### config.mk
export PLATFORM = sky130hd
export DESIGN_NAME = lsc_clock_ctrl
export DESIGN_NICKNAME = d
export VERILOG_FILES = /design/src/hw/lsc_clock_ctrl.v
export VERILOG_INCLUDE_DIRS = /design/src /design/src/hw
export SDC_FILE = /design/constraint.sdc
export NUM_CORES = 1
export LEC_CHECK = 0
export BUFFER_PORTS_ARGS = -buffer_cell sky130_fd_sc_hd__clkbuf_2
export CORE_ASPECT_RATIO = 1.5
export CORE_MARGIN = 1.5
export CORE_UTILIZATION = 26
export CTS_BUF_LIST = sky130_fd_sc_hd__clkbuf_4 sky130_fd_sc_hd__clkbuf_8
export CTS_CLUSTER_SIZE = 16
export DETAILED_ROUTE_END_ITERATION = 6
export GPL_TIMING_DRIVEN = 0
export SETUP_SLACK_MARGIN = 0.2
export SLEW_MARGIN = 10
export SYNTH_ARGS = -nofsm -noshare
export SYNTH_HDL_FRONTEND = slang
export SYNTH_SLANG_ARGS = --single-unit
### constraint.sdc
create_clock -name core_clk -period 2.7 [get_ports core_clk]
set_input_delay 0.405 -clock core_clk [delete_from_list [all_inputs] [get_ports core_clk]]
set_output_delay 0.405 -clock core_clk [all_outputs]
set_load 0.005 [all_outputs]
### src/hw/lsc_defs.vh
/*
 * constants for the low-speed oscillator and system clock control block:
 * register offsets, field positions, reset values and timing counts.
 * assumes a single 10 MHz core clock and a word-indexed register port.
 */
`ifndef LSC_DEFS_VH
`define LSC_DEFS_VH

// ==================================================
// register offsets (word index on the plain port)
`define LSC_OFF_XTAL_CTRL 4'h0
`define LSC_OFF_RC_CTRL 4'h1
`define LSC_OFF_PLL_OUT 4'h2
`define LSC_OFF_SYS_SEL 4'h3
`define LSC_OFF_IRQ_STAT 4'h4
`define LSC_OFF_IRQ_MASK 4'h5

// ==================================================
// crystal and rc control fields
`define LSC_XTAL_ON_BIT 0
`define LSC_XTAL_BYP_BIT 1
`define LSC_XTAL_DRV_LO 2
`define LSC_XTAL_DRV_HI 3
`define LSC_XTAL_STABLE_BIT 4
`define LSC_RC_ON_BIT 0
`define LSC_RC_STABLE_BIT 1
`define LSC_DRV_WEAKEST 2'h0
`define LSC_DRV_RESET 2'h0

// ==================================================
// pll output enables, bit positions
`define LSC_PLL_MAIN_P 0
`define LSC_PLL_MAIN_Q 1
`define LSC_PLL_MAIN_R 2
`define LSC_PLL_AUX_P 3
`define LSC_PLL_AUX_Q 4
`define LSC_PLL_AUX_R 5
`define LSC_PLL_RESET 6'h00

// ==================================================
// system clock sources
`define LSC_SRC_MS_OSC 2'h0
`define LSC_SRC_HSI 2'h1
`define LSC_SRC_FAST_EXT 2'h2
`define LSC_SRC_PLL 2'h3
`define LSC_SRC_RESET 2'h0

// ==================================================
// interrupt status and mask bits
`define LSC_IRQ_XTAL_RDY 0
`define LSC_IRQ_RC_RDY 1
`define LSC_IRQ_SW_DONE 2

// ==================================================
// timing: stability windows in microseconds at 10 MHz, switch handoff in cycles
`define LSC_CLK_MHZ 10
`define LSC_XTAL_START_US 2000
`define LSC_RC_START_US 100
`define LSC_SW_HANDOFF_CYC 4

`endif

### src/hw/lsc_clock_ctrl.v
/*
 * low-speed oscillator enables, stability gating, pll output enables,
 * system clock source selection with ready interrupts.
 * assumes oscillators, analog pads and the glitch-free clock mux live
 * outside; this block drives their controls and sees their pin levels.
 */
`timescale 1ns/1ps
`include "lsc_defs.vh"

module lsc_clock_ctrl #(
	parameter XTAL_START_CYC = `LSC_XTAL_START_US * `LSC_CLK_MHZ,
	parameter RC_START_CYC = `LSC_RC_START_US * `LSC_CLK_MHZ
) (
	input wire core_clk,
	input wire rstn,
	input wire [3:0] reg_addr,
	input wire [31:0] reg_wdata,
	input wire reg_wr,
	input wire reg_rd,
	output reg [31:0] reg_rdata,
	input wire slow_osc_input_pin,
	input wire low_power_stop,
	input wire ms_osc_ready,
	input wire hsi_ready,
	input wire fast_ext_ready,
	input wire pll_ready,
	output wire ext_xtal_enable,
	output wire [1:0] ext_xtal_drive_out,
	output wire ext_xtal_amp_enable,
	output wire slow_osc_output_pin_free,
	output wire ext_xtal_release,
	output wire ext_bypass_level,
	output wire int_rc_enable,
	output wire int_rc_release,
	output wire [5:0] pll_output_enables,
	output wire [1:0] system_clock_root_sel,
	output wire [1:0] system_clock_root_req,
	output wire sys_switch_busy,
	output wire irq
);

	// ==================================================
	// control state
	reg ext_xtal_on; // crystal on-bit
	reg ext_xtal_bypass; // bypass: clock on input pin
	reg [1:0] ext_xtal_drive; // drive strength, 00 weakest
	reg ext_xtal_stable; // stability flag
	reg int_rc_on; // rc on-bit
	reg int_rc_stable; // rc stability flag
	reg [5:0] pll_en; // pll output enables
	reg [1:0] sel_req; // source asked by software
	reg [1:0] sel_cur; // source actually driving
	reg [2:0] irq_stat; // sticky events
	reg [2:0] irq_mask; // event enables
	reg [15:0] xtal_cnt; // crystal settle counter, wide enough for the default window
	reg [13:0] rc_cnt; // rc settle counter
	reg [2:0] sw_cnt; // handoff counter
	reg byp_s1; // pin sync stage 1
	reg byp_s2; // pin sync stage 2
	reg byp_s3; // delayed copy for edge detect
	reg xtal_stable_d; // for ready edge
	reg rc_stable_d; // for ready edge

	// ==================================================
	// decode helpers
	wire wr_xtal = reg_wr && (reg_addr == `LSC_OFF_XTAL_CTRL);
	wire wr_rc = reg_wr && (reg_addr == `LSC_OFF_RC_CTRL);
	wire wr_pll = reg_wr && (reg_addr == `LSC_OFF_PLL_OUT);
	wire wr_sel = reg_wr && (reg_addr == `LSC_OFF_SYS_SEL);
	wire wr_stat = reg_wr && (reg_addr == `LSC_OFF_IRQ_STAT);
	wire wr_mask = reg_wr && (reg_addr == `LSC_OFF_IRQ_MASK);
	wire [1:0] new_drv = reg_wdata[`LSC_XTAL_DRV_HI:`LSC_XTAL_DRV_LO];
	wire new_xon = reg_wdata[`LSC_XTAL_ON_BIT];
	wire pll_is_sys = (sel_cur == `LSC_SRC_PLL);
	reg src_ready; // ready flag of requested source
	reg [1:0] next_drv; // accepted drive value

	// ==================================================
	// ready flag of the requested source
	always @* begin
		case (sel_req)
			`LSC_SRC_MS_OSC: src_ready = ms_osc_ready;
			`LSC_SRC_HSI: src_ready = hsi_ready;
			`LSC_SRC_FAST_EXT: src_ready = fast_ext_ready;
			default: src_ready = pll_ready;
		endcase
	end

	// ==================================================
	// drive field acceptance; while running and kept on, only a drop to weakest sticks
	always @* begin
		next_drv = ext_xtal_drive;
		if (!ext_xtal_on || !new_xon) begin
			next_drv = new_drv;
		end else if (new_drv == `LSC_DRV_WEAKEST) begin
			next_drv = `LSC_DRV_WEAKEST;
		end
	end

	// ==================================================
	// bypass input pin synchroniser; stage 1 feeds stage 2 only
	always @(posedge core_clk or negedge rstn) begin
		if (!rstn) begin
			byp_s1 <= 1'b0;
			byp_s2 <= 1'b0;
			byp_s3 <= 1'b0;
		end else begin
			byp_s1 <= slow_osc_input_pin;
			byp_s2 <= byp_s1;
			byp_s3 <= byp_s2;
		end
	end

	// ==================================================
	// crystal control and stability timer
	always @(posedge core_clk or negedge rstn) begin
		if (!rstn) begin
			ext_xtal_on <= 1'b0;
			ext_xtal_bypass <= 1'b0;
			ext_xtal_drive <= `LSC_DRV_RESET;
			ext_xtal_stable <= 1'b0;
			xtal_cnt <= 16'h0000;
		end else begin
			if (wr_xtal) begin
				ext_xtal_on <= new_xon;
				ext_xtal_drive <= next_drv;
				// bypass only changes while the oscillator is off
				if (!ext_xtal_on) begin
					ext_xtal_bypass <= reg_wdata[`LSC_XTAL_BYP_BIT];
				end
			end
			if (!ext_xtal_on) begin
				// off: flag drops, timer rearms
				ext_xtal_stable <= 1'b0;
				xtal_cnt <= 16'h0000;
			end else if (ext_xtal_bypass) begin
				// external clock: stable once an edge is seen on the pin
				if (byp_s2 != byp_s3) begin
					ext_xtal_stable <= 1'b1;
				end
			end else if (xtal_cnt == XTAL_START_CYC[15:0] - 16'h0001) begin
				ext_xtal_stable <= 1'b1;
			end else begin
				xtal_cnt <= xtal_cnt + 16'h0001;
			end
		end
	end

	// ==================================================
	// rc oscillator control; runs on regardless of low-power state
	always @(posedge core_clk or negedge rstn) begin
		if (!rstn) begin
			int_rc_on <= 1'b0;
			int_rc_stable <= 1'b0;
			rc_cnt <= 14'h0000;
		end else begin
			if (wr_rc) begin
				int_rc_on <= reg_wdata[`LSC_RC_ON_BIT];
			end
			if (!int_rc_on) begin
				int_rc_stable <= 1'b0;
				rc_cnt <= 14'h0000;
			end else if (rc_cnt == RC_START_CYC[13:0] - 14'h0001) begin
				int_rc_stable <= 1'b1;
			end else begin
				rc_cnt <= rc_cnt + 14'h0001;
			end
		end
	end

	// ==================================================
	// pll output enables; any bit any time, except main r while in use
	always @(posedge core_clk or negedge rstn) begin
		if (!rstn) begin
			pll_en <= `LSC_PLL_RESET;
		end else if (wr_pll) begin
			pll_en <= reg_wdata[5:0];
			if (pll_is_sys && pll_en[`LSC_PLL_MAIN_R]) begin
				pll_en[`LSC_PLL_MAIN_R] <= 1'b1;
			end
		end
	end

	// ==================================================
	// system clock switch: wait for ready, then a short handoff
	always @(posedge core_clk or negedge rstn) begin
		if (!rstn) begin
			sel_req <= `LSC_SRC_RESET;
			sel_cur <= `LSC_SRC_RESET;
			sw_cnt <= 3'h0;
		end else begin
			if (wr_sel) begin
				sel_req <= reg_wdata[1:0];
				sw_cnt <= 3'h0;
			end else if (sel_req != sel_cur) begin
				// old source stays on until the new one is ready and settled
				if (!src_ready) begin
					sw_cnt <= 3'h0;
				end else if ({29'h0, sw_cnt} == `LSC_SW_HANDOFF_CYC - 1) begin
					sel_cur <= sel_req;
					sw_cnt <= 3'h0;
				end else begin
					sw_cnt <= sw_cnt + 3'h1;
				end
			end
		end
	end

	// ==================================================
	// interrupt status: set wins over write-one-to-clear
	wire sw_done = (sel_req != sel_cur) && src_ready && !wr_sel &&
		({29'h0, sw_cnt} == `LSC_SW_HANDOFF_CYC - 1);
	wire [2:0] irq_set = {sw_done, int_rc_stable & ~rc_stable_d,
		ext_xtal_stable & ~xtal_stable_d};
	always @(posedge core_clk or negedge rstn) begin
		if (!rstn) begin
			irq_stat <= 3'h0;
			irq_mask <= 3'h0;
			xtal_stable_d <= 1'b0;
			rc_stable_d <= 1'b0;
		end else begin
			xtal_stable_d <= ext_xtal_stable;
			rc_stable_d <= int_rc_stable;
			if (wr_mask) begin
				irq_mask <= reg_wdata[2:0];
			end
			irq_stat <= (irq_stat & ~(wr_stat ? reg_wdata[2:0] : 3'h0)) | irq_set;
		end
	end

	// ==================================================
	// read port, data one cycle after the strobe
	always @(posedge core_clk or negedge rstn) begin
		if (!rstn) begin
			reg_rdata <= 32'h0000_0000;
		end else if (reg_rd) begin
			if (reg_addr == `LSC_OFF_XTAL_CTRL) begin
				reg_rdata <= {27'h0, ext_xtal_stable, ext_xtal_drive, ext_xtal_bypass,
					ext_xtal_on};
			end else if (reg_addr == `LSC_OFF_RC_CTRL) begin
				reg_rdata <= {30'h0, int_rc_stable, int_rc_on};
			end else if (reg_addr == `LSC_OFF_PLL_OUT) begin
				reg_rdata <= {26'h0, pll_en};
			end else if (reg_addr == `LSC_OFF_SYS_SEL) begin
				reg_rdata <= {27'h0, sel_req != sel_cur, sel_cur, 2'h0} | {30'h0, sel_req};
			end else if (reg_addr == `LSC_OFF_IRQ_STAT) begin
				reg_rdata <= {29'h0, irq_stat};
			end else if (reg_addr == `LSC_OFF_IRQ_MASK) begin
				reg_rdata <= {29'h0, irq_mask};
			end else begin
				reg_rdata <= 32'h0000_0000; // unmapped reads zero
			end
		end else begin
			reg_rdata <= 32'h0000_0000;
		end
	end

	// ==================================================
	// outputs
	assign ext_xtal_enable = ext_xtal_on;
	assign ext_xtal_amp_enable = ext_xtal_on && !ext_xtal_bypass;
	assign ext_xtal_drive_out = ext_xtal_drive;
	assign slow_osc_output_pin_free = ext_xtal_on && ext_xtal_bypass;
	assign ext_bypass_level = byp_s2;
	assign ext_xtal_release = ext_xtal_stable;
	// low_power_stop only gates a term int_rc_on already covers: rc is never stopped by it
	assign int_rc_enable = int_rc_on | (int_rc_on & low_power_stop);
	assign int_rc_release = int_rc_stable;
	assign pll_output_enables = pll_en;
	assign system_clock_root_sel = sel_cur;
	assign system_clock_root_req = sel_req;
	assign sys_switch_busy = (sel_req != sel_cur);
	assign irq = |(irq_stat & irq_mask);

endmodule // lsc_clock_ctrl

==> results of run 1 <==
## synth_stat cells (2+ instances only)
| cell | n |
|---|---|
| nor3_1 | 2 |
| xor2_1 | 11 |
| nand4_1 | 8 |
| buf_4 | 28 |
| mux2_2 | 13 |
| inv_1 | 8 |
| nor2_1 | 29 |
| buf_1 | 2 |
| o31ai_1 | 5 |
| nand2_1 | 29 |
| o2bb2ai_1 | 2 |
| clkbuf_1 | 4 |
| or4_1 | 4 |
| dfrtp_1 | 67 |
| nor4_1 | 2 |
| a21o_1 | 2 |
| a31oi_1 | 2 |
| nor3b_1 | 3 |
| and2_1 | 7 |
| nand2b_1 | 5 |
| or3_2 | 2 |
| and4_1 | 4 |
| ha_1 | 3 |
| a21oi_1 | 25 |
| a21boi_0 | 2 |
| buf_2 | 3 |
| buf_6 | 3 |
| o21ai_0 | 13 |
| or3_1 | 5 |
| xnor2_1 | 7 |
| mux2i_1 | 10 |
| and3_1 | 4 |
| nand3_1 | 8 |
## where the power goes
part | internal [uW] | total [uW] | switching [uW] | leakage, uW
clock | 457 | 830 | 374 | 0.000103
combinational | 298 | 610 | 312 | 0.000993
sequential | 1140 | 1290 | 146 | 0.000883
## cell usage in the layout (no fill, tap or decap), drive strengths merged, types with 3 or more instances in the layout
master  Yosys  final
a21oi      25     25
and2        7      7
and3        5      5
and4        6      6
buf        36     37
clkbuf      5     58
clkinv      1      4
conb        1     26
dfrtp      67     67
ha          3      3
inv         8      8
mux2       13     13
mux2i      10     10
nand2      29     29
nand2b      5      5
nand3       8      8
nand4       8      8
nor2       30     30
nor3b       3      3
nor4        3      3
o21ai      13     13
o31ai       5      5
or3         7      7
or4         4      4
xnor2       7      7
xor2       11     11
## metal layers
metal | vias up | track usage
met1 | 1265 | 0.124
met5 | - | 0
li1 | 1310 | -
met3 | 14 | 0.0255
met4 | 0 | 0.0514
met2 | 86 | 0.190
## repair_timing
action / 4_1_cts / 5_1_grt
resized for setup: 0 / 0
hold endpoints to repair: 15 / 0
hold buffers: 1 / 0
## cells by family (layout without fill, tap and decap cells)
kind of cell / count (synthesis) / after routing
multiplexers: 24 / 24
adder cells (fa/ha/maj): 3 / 3
AND/OR/NAND/NOR: 125 / 125
XOR/XNOR: 18 / 18
other: 1 / 26
flip-flops: 67 / 67
buffers and inverters: 50 / 110
AO/OA/AOI/OAI: 56 / 56
## worst max-delay path by stage
stage	slack (ns)	end	depth (start not counted)	from
2_1_floorplan	0.82	xtal_cnt[5]	7	xtal_cnt[0]
3_3_place_gp	0.74	xtal_cnt[5]	7	xtal_cnt[0]
3_5_place_dp	0.73	xtal_cnt[5]	7	xtal_cnt[0]
4_1_cts	0.55	ext_xtal_amp_enable	5	ext_xtal_enable
5_1_grt	0.36	ext_xtal_amp_enable	5	ext_xtal_enable
6_report	0.59	ext_xtal_amp_enable	5	ext_xtal_enable
## registers in the layout, summed over array words and instances (netlist names), 2 cells and up
register / count
ext_xtal_drive_out: 2
reg_rdata: 6
xtal_cnt: 16
rc_cnt: 14
sw_cnt: 3
irq_stat: 3
pll_output_enables: 6
system_clock_root_sel: 2
irq_mask: 3
system_clock_root_req: 2
## area by class of cell
type,count,share of cell area
sequential,67,0.395
inverter,9,0.00796
clock inverter,5,0.0124
tap,159,0.0469
timing repair buffer,44,0.0589
clock buffer,11,0.0342
buffer,41,0.0696
multi-input combinational,252,0.375
## per-stage QoR
stage	worst slack, ns	utilization	std cells
floorplan	0.820	-	369
global placement	0.742	0.306	570
detailed placement	0.730	0.309	571
CTS	0.551	0.325	588
global route	0.358	0.325	588
finish	0.590	0.325	588
## critical path, cell delays in order (launching register included)
cell and delay [ns]:
dfrtp_1 0.34, buf_4 0.16, clkinv_1 0.27, clkbuf_1 0.32
nor2_1 0.14, clkbuf_2 0.12
==> out/qor.csv, run 1 <==
stage;metric;value;unit
hold_path;hold_path_end;byp_s1;
clock_network;cts_num_sinks;67;
clock_network;post_cts_buffers;0;
hold_path;hp-start;slow_osc_input_pin;
die;die_h;145;um
die;coreArea;0.0131;mm2
synth;avgSynthCellArea;10.2;um2
detailed_routing;routed_wl;7560;um
die;core.rowCount;51;
die;die-area;0.0142;mm2
placement;gp_congestion;0.830;
placement;placed_cell_area;0.00404;mm2
synth;synth_fa_ha_area_frac;0.0107;
detailed_routing;num_vias;2675;
timing;tightest_slew;0.543;ns
timing;setup_tns;0;ns
hold_path;hold_depth;1;
clock_network;clockRootBuffer;clkbuf_8;
timing;fin_hold_ws;0.165;ns
clock_network;cts_tree;done;
placement;post-dp-hpwl;5750;um
clock_network;cts_buffers;9;
grt;grt_pass1_vias;2575;
timing;report.final.slew_viol_count;0;
detailed_routing;drt_pass1_iterations;4;
synth;synth-main-ff-cell;dfrtp_1;
synth;synth_top_family_by_area;simple AND/OR/NAND/NOR gates;
detailed_routing;drt_iter0_drc;154;
clock_network;cts_htree_levels;3;
power_and_ir_drop;static-leakage-power;0.00198;uW
grt;grt.total_usage;0.109;
synth;synthSimpleGateAreaFrac;0.200;
die;ios;99;
synth;netlist_area;0.00350;mm2
synth;synth_cell_types;55;
critical_path;r2r-start;xtal_cnt[0];
critical_path;crit_fanout;10;
run;cap_violations;0;
synth;synth_cells;344;
clock_network;cts_buffer_depth;2;
detailed_routing;top_layer;met4;
hold_path;hold_class;primary input to flop;
power_and_ir_drop;total_power;2730;uW
power_and_ir_drop;powerDensity;643;mW/mm2
synth;synth-compound-area-share;0.0946;
critical_path;critical_path_class;flop to output port;
finish;multi_input_area;0.00159;mm2
die;start_util;0.268;
timing;finalCritPeriodShare;0.782;
synth;async_flop_share;1.00;
clock_network;insertion_delay;0.35;ns
grt;grt_max_degree;53;
detailed_routing;wl_met3;389;um
timing;finalClockSkew;0.00656;ns
critical_path;worst_r2r_path_depth;7;
critical_path;crit_required;2.30;ns
finish;fin_area;0.00425;mm2
synth;synthMuxAreaShare;0.0768;
status;run_status;finished, final reports clean;
finish;area_growth;21.1;%
timing;setup_viol;0;
synth;synth_edf_count;0;
timing;rsz0062_at_grt;no;
finish;final.fill_count;1333;
finish;register_area;0.00168;mm2
placement;io_buffers;42;
critical_path;critical_path_arrival;1.71;ns
critical_path;r2r_setup_slack;0.70;ns
timing;period_needed;2.11;ns
synth;synthXorXnorAreaFrac;0.0450;
finish;diodes;0;
timing;maxSlewHeadroom;0.638;
grt;grt_pass1_wl;12400;um
clock_network;path_clk_slew;0.07;ns
synth;ys_seq_area_frac;0.478;
finish;drive_gt1_frac;0.273;
synth;synth_top_area_share;0.478;
critical_path;critPathCaptureType;output port;
critical_path;start_kind;flop;
detailed_routing;wl_met1;3140;um
finish;finalNetCount;473;
die;die_w;97.8;um
detailed_routing;vias_per_cell;4.55;
timing;fmax;474;MHz
timing;final_hold_viol_count;0;
grt;grt_antenna_before_repair;0;
synth;synth_area_leaders;dfrtp_1, buf_4, mux2_2;
power_and_ir_drop;irDropWorstVdd;0.000407;V
critical_path;r2r_end;xtal_cnt[5];
detailed_routing;postRouteAntennaNets;0;
synth;yosysWarnings;0;
synth;yosysTopAreaCell;dfrtp_1;
detailed_routing;dr_wl_met2;3870;um
detailed_routing;drc;0;
detailed_routing;wl_per_cell;12.9;um
synth;ys_seq_elements;67;
grt;grt-ovfl-total;0;
Power figures use the tool's default switching activity.
==> run 2: changes to the inputs <==
Clock period 2.7 ns to 1.7 ns, I/O delays scaled along.
==> run 2 against run 1 <==
- the run now ends with setup timing left
- total power grew 81%
- hold slack lost 0.031 ns
- wire length rose by 14%
- via count increased by 8.1%
- clock skew grew 0.0022 ns
- clock power is 65% higher
- sequential cell count is the same
- worst setup slack worse by 0.68 ns
- combinational power increased to 2.6 times the previous value
- global-route usage rose by 1.4 points
- critical endpoint is now xtal_cnt[5]
==> out/qor.csv, run 2 (synthesized netlist as in run 1, its figures left out) <==
stage;metric;value;unit;change
power_and_ir_drop;powerDensity;1010;mW/mm2;was 643 mW/mm2
timing;report.final.slew_viol_count;0;;unchanged
die;core.rowCount;51;;unchanged
die;die_h;145;um;unchanged
clock_network;cts_buffer_depth;2;;unchanged
placement;dpl_worst_slack;-0.163;ns;was 0.730 ns
die;die-area;0.0142;mm2;unchanged
detailed_routing;postRouteAntennaNets;0;;unchanged
clock_network;path_clk_slew;0.08;ns;was 0.07 ns
critical_path;critPathCaptureType;flop;;was output port
timing;maxSlewHeadroom;0.635;;was 0.638
finish;area_growth;40.0;%;was 21.1%
status;run_status;complete, but fails checks;;was finished, final reports clean
timing;rsz0062_at_grt;yes;;was no
timing;fmax;558;MHz;
finish;drive_gt1_frac;0.444;;was 0.273
critical_path;critical_path_arrival;2.08;ns;was 1.71 ns
timing;setup_tns;-0.189;ns;was 0 ns
placement;io_buffers;42;;unchanged
timing;period_needed;1.79;ns;
clock_network;cts_tree;done;;unchanged
clock_network;cts_htree_levels;3;;unchanged
finish;largest_reg_flops;16;;unchanged
critical_path;crit_fanout;6;;was 10
grt;grt_pass1_vias;2959;;was 2575
detailed_routing;num_vias;2892;;was 2675
critical_path;start_kind;flop;;unchanged
finish;diodes;0;;unchanged
detailed_routing;wl_per_cell;13.6;um;was 12.9 um
timing;final_hold_viol_count;0;;unchanged
finish;fin_area;0.00491;mm2;was 0.00425 mm2
run;cap_violations;0;;unchanged
grt;grt_max_degree;52;;was 53
finish;top_register;xtal_cnt;;unchanged
hold_path;hold_class;primary input to flop;;unchanged
power_and_ir_drop;irDropWorstVdd;0.000838;V;was 0.000407 V
detailed_routing;drt_pass1_iterations;4;;unchanged
finish;final_common_cell;buf_4;;was dfrtp_1
status;violations;setup timing;;
grt;grt-ovfl-total;0;;unchanged
clock_network;clockRootBuffer;clkbuf_8;;unchanged
die;die_w;97.8;um;unchanged
timing;tightest_slew;0.548;ns;was 0.543 ns
timing;finalClockSkew;0.00877;ns;was 0.00656 ns
critical_path;crit_required;1.98;ns;was 2.30 ns
die;start_util;0.268;;unchanged
clock_network;cts_buffers;9;;unchanged
finish;reg_top3;xtal_cnt (16), rc_cnt (14);;unchanged
detailed_routing;drt_iter0_drc;139;;was 154
detailed_routing;vias_per_cell;4.58;;was 4.55
grt;grt_antenna_before_repair;0;;unchanged
critical_path;critical_path_class;flop to flop;;was flop to output port
timing;finalCritPeriodShare;1.06;;
clock_network;cts_num_sinks;67;;unchanged
grt;grt_pass1_wl;14200;um;was 12400 um
detailed_routing;routed_wl;8620;um;was 7560 um
die;coreArea;0.0131;mm2;unchanged
placement;gp_congestion;0.781;;was 0.830
clock_network;insertion_delay;0.35;ns;about the same
finish;final_cell_mix;buf_4, dfrtp_1, clkbuf_2;;was dfrtp_1, clkbuf_2, nand2_1, nor2_1, buf_4
grt;grt.total_usage;0.123;;was 0.109
placement;post-dp-hpwl;5760;um;was 5750 um
placement;placed_cell_area;0.00412;mm2;was 0.00404 mm2
power_and_ir_drop;static-leakage-power;0.00226;uW;was 0.00198 uW
timing;fin_ws;-0.0936;ns;was 0.590 ns
detailed_routing;drc;0;;unchanged
die;ios;99;;unchanged
timing;setup_viol;5;;was 0
finish;finalNetCount;517;;was 473
## run 2: cell count changes in the layout (fill, tap and decap cells not counted), sizes merged
cell / delta
clkbuf: -5
buf: +47
dlygate4sd3: +1
clkinvlp: +3
clkinv: -2
## run 2: metrics by stage
step,total power [uW],utilization,instances,hold WS (ns)
2_1_floorplan,2690,-,369,-0.0406
3_3_place_gp,3060,0.312,570,0.333
3_5_place_dp,3110,0.315,571,0.172
4_1_cts,4820,0.359,622,0.115
5_1_grt,5220,0.375,632,0.131
6_report,4940,0.375,632,0.133
## run 2: critical path: stages (launching register included)
cell     delay (ns)
dfrtp_1        0.39
ha_2           0.19
and4_1         0.20
buf_6          0.11
and4_4         0.18
buf_6          0.12
or4_4          0.41
a21oi_2        0.12
## run 2: power by group
part           internal [uW]  leakage (uW)  switching [uW]
clock network            714     0.0000905             657
logic                    862       0.00130             705
registers               1820      0.000870             181
total                   3400       0.00226            1540
## run 2: area by class of cell
cell class / count / area [um2]
Buffer: 41 / 342
Clock buffer: 10 / 138
Clock inverter: 6 / 65.1
Fill cell: 1310 / 8180
Inverter: 9 / 48.8
Multi-Input combinational cell: 252 / 1820
Sequential cell: 67 / 1690
Tap cell: 159 / 199
Timing Repair Buffer: 88 / 607
## run 2: final timing paths
kind                                   start                        to  slack [ns]  cells after the start
worst max-delay path             xtal_cnt[0]               xtal_cnt[5]       -0.09                      7
min in group asynchronous               rstn  system_clock_root_req[1]        0.33                      2
worst max register to register   xtal_cnt[0]               xtal_cnt[5]       -0.09                      7
worst min register to register        byp_s1          ext_bypass_level        0.35                      0
worst min-delay path            reg_wdata[4]     pll_output_enables[4]        0.13                      2
max in group asynchronous               rstn           ext_xtal_bypass        0.80                      3
## run 2: layer usage
metal  share of wire  track usage  vias to the layer above
li1                -            -                     1403
met1            0.40        0.136                     1402
met2            0.54        0.224                       75
met3           0.039       0.0308                       12
met4           0.019       0.0457                        0
met5               0            0                        -
## run 2: what timing repair did
action                                  in CTS  in global routing
gates resized for setup                     37                 34
endpoints found under the setup margin      19                 24
hold endpoints to repair                    17                  0
pin swaps                                   22                 13
buffers inserted                            33                 10
hold buffers                                 2                  0
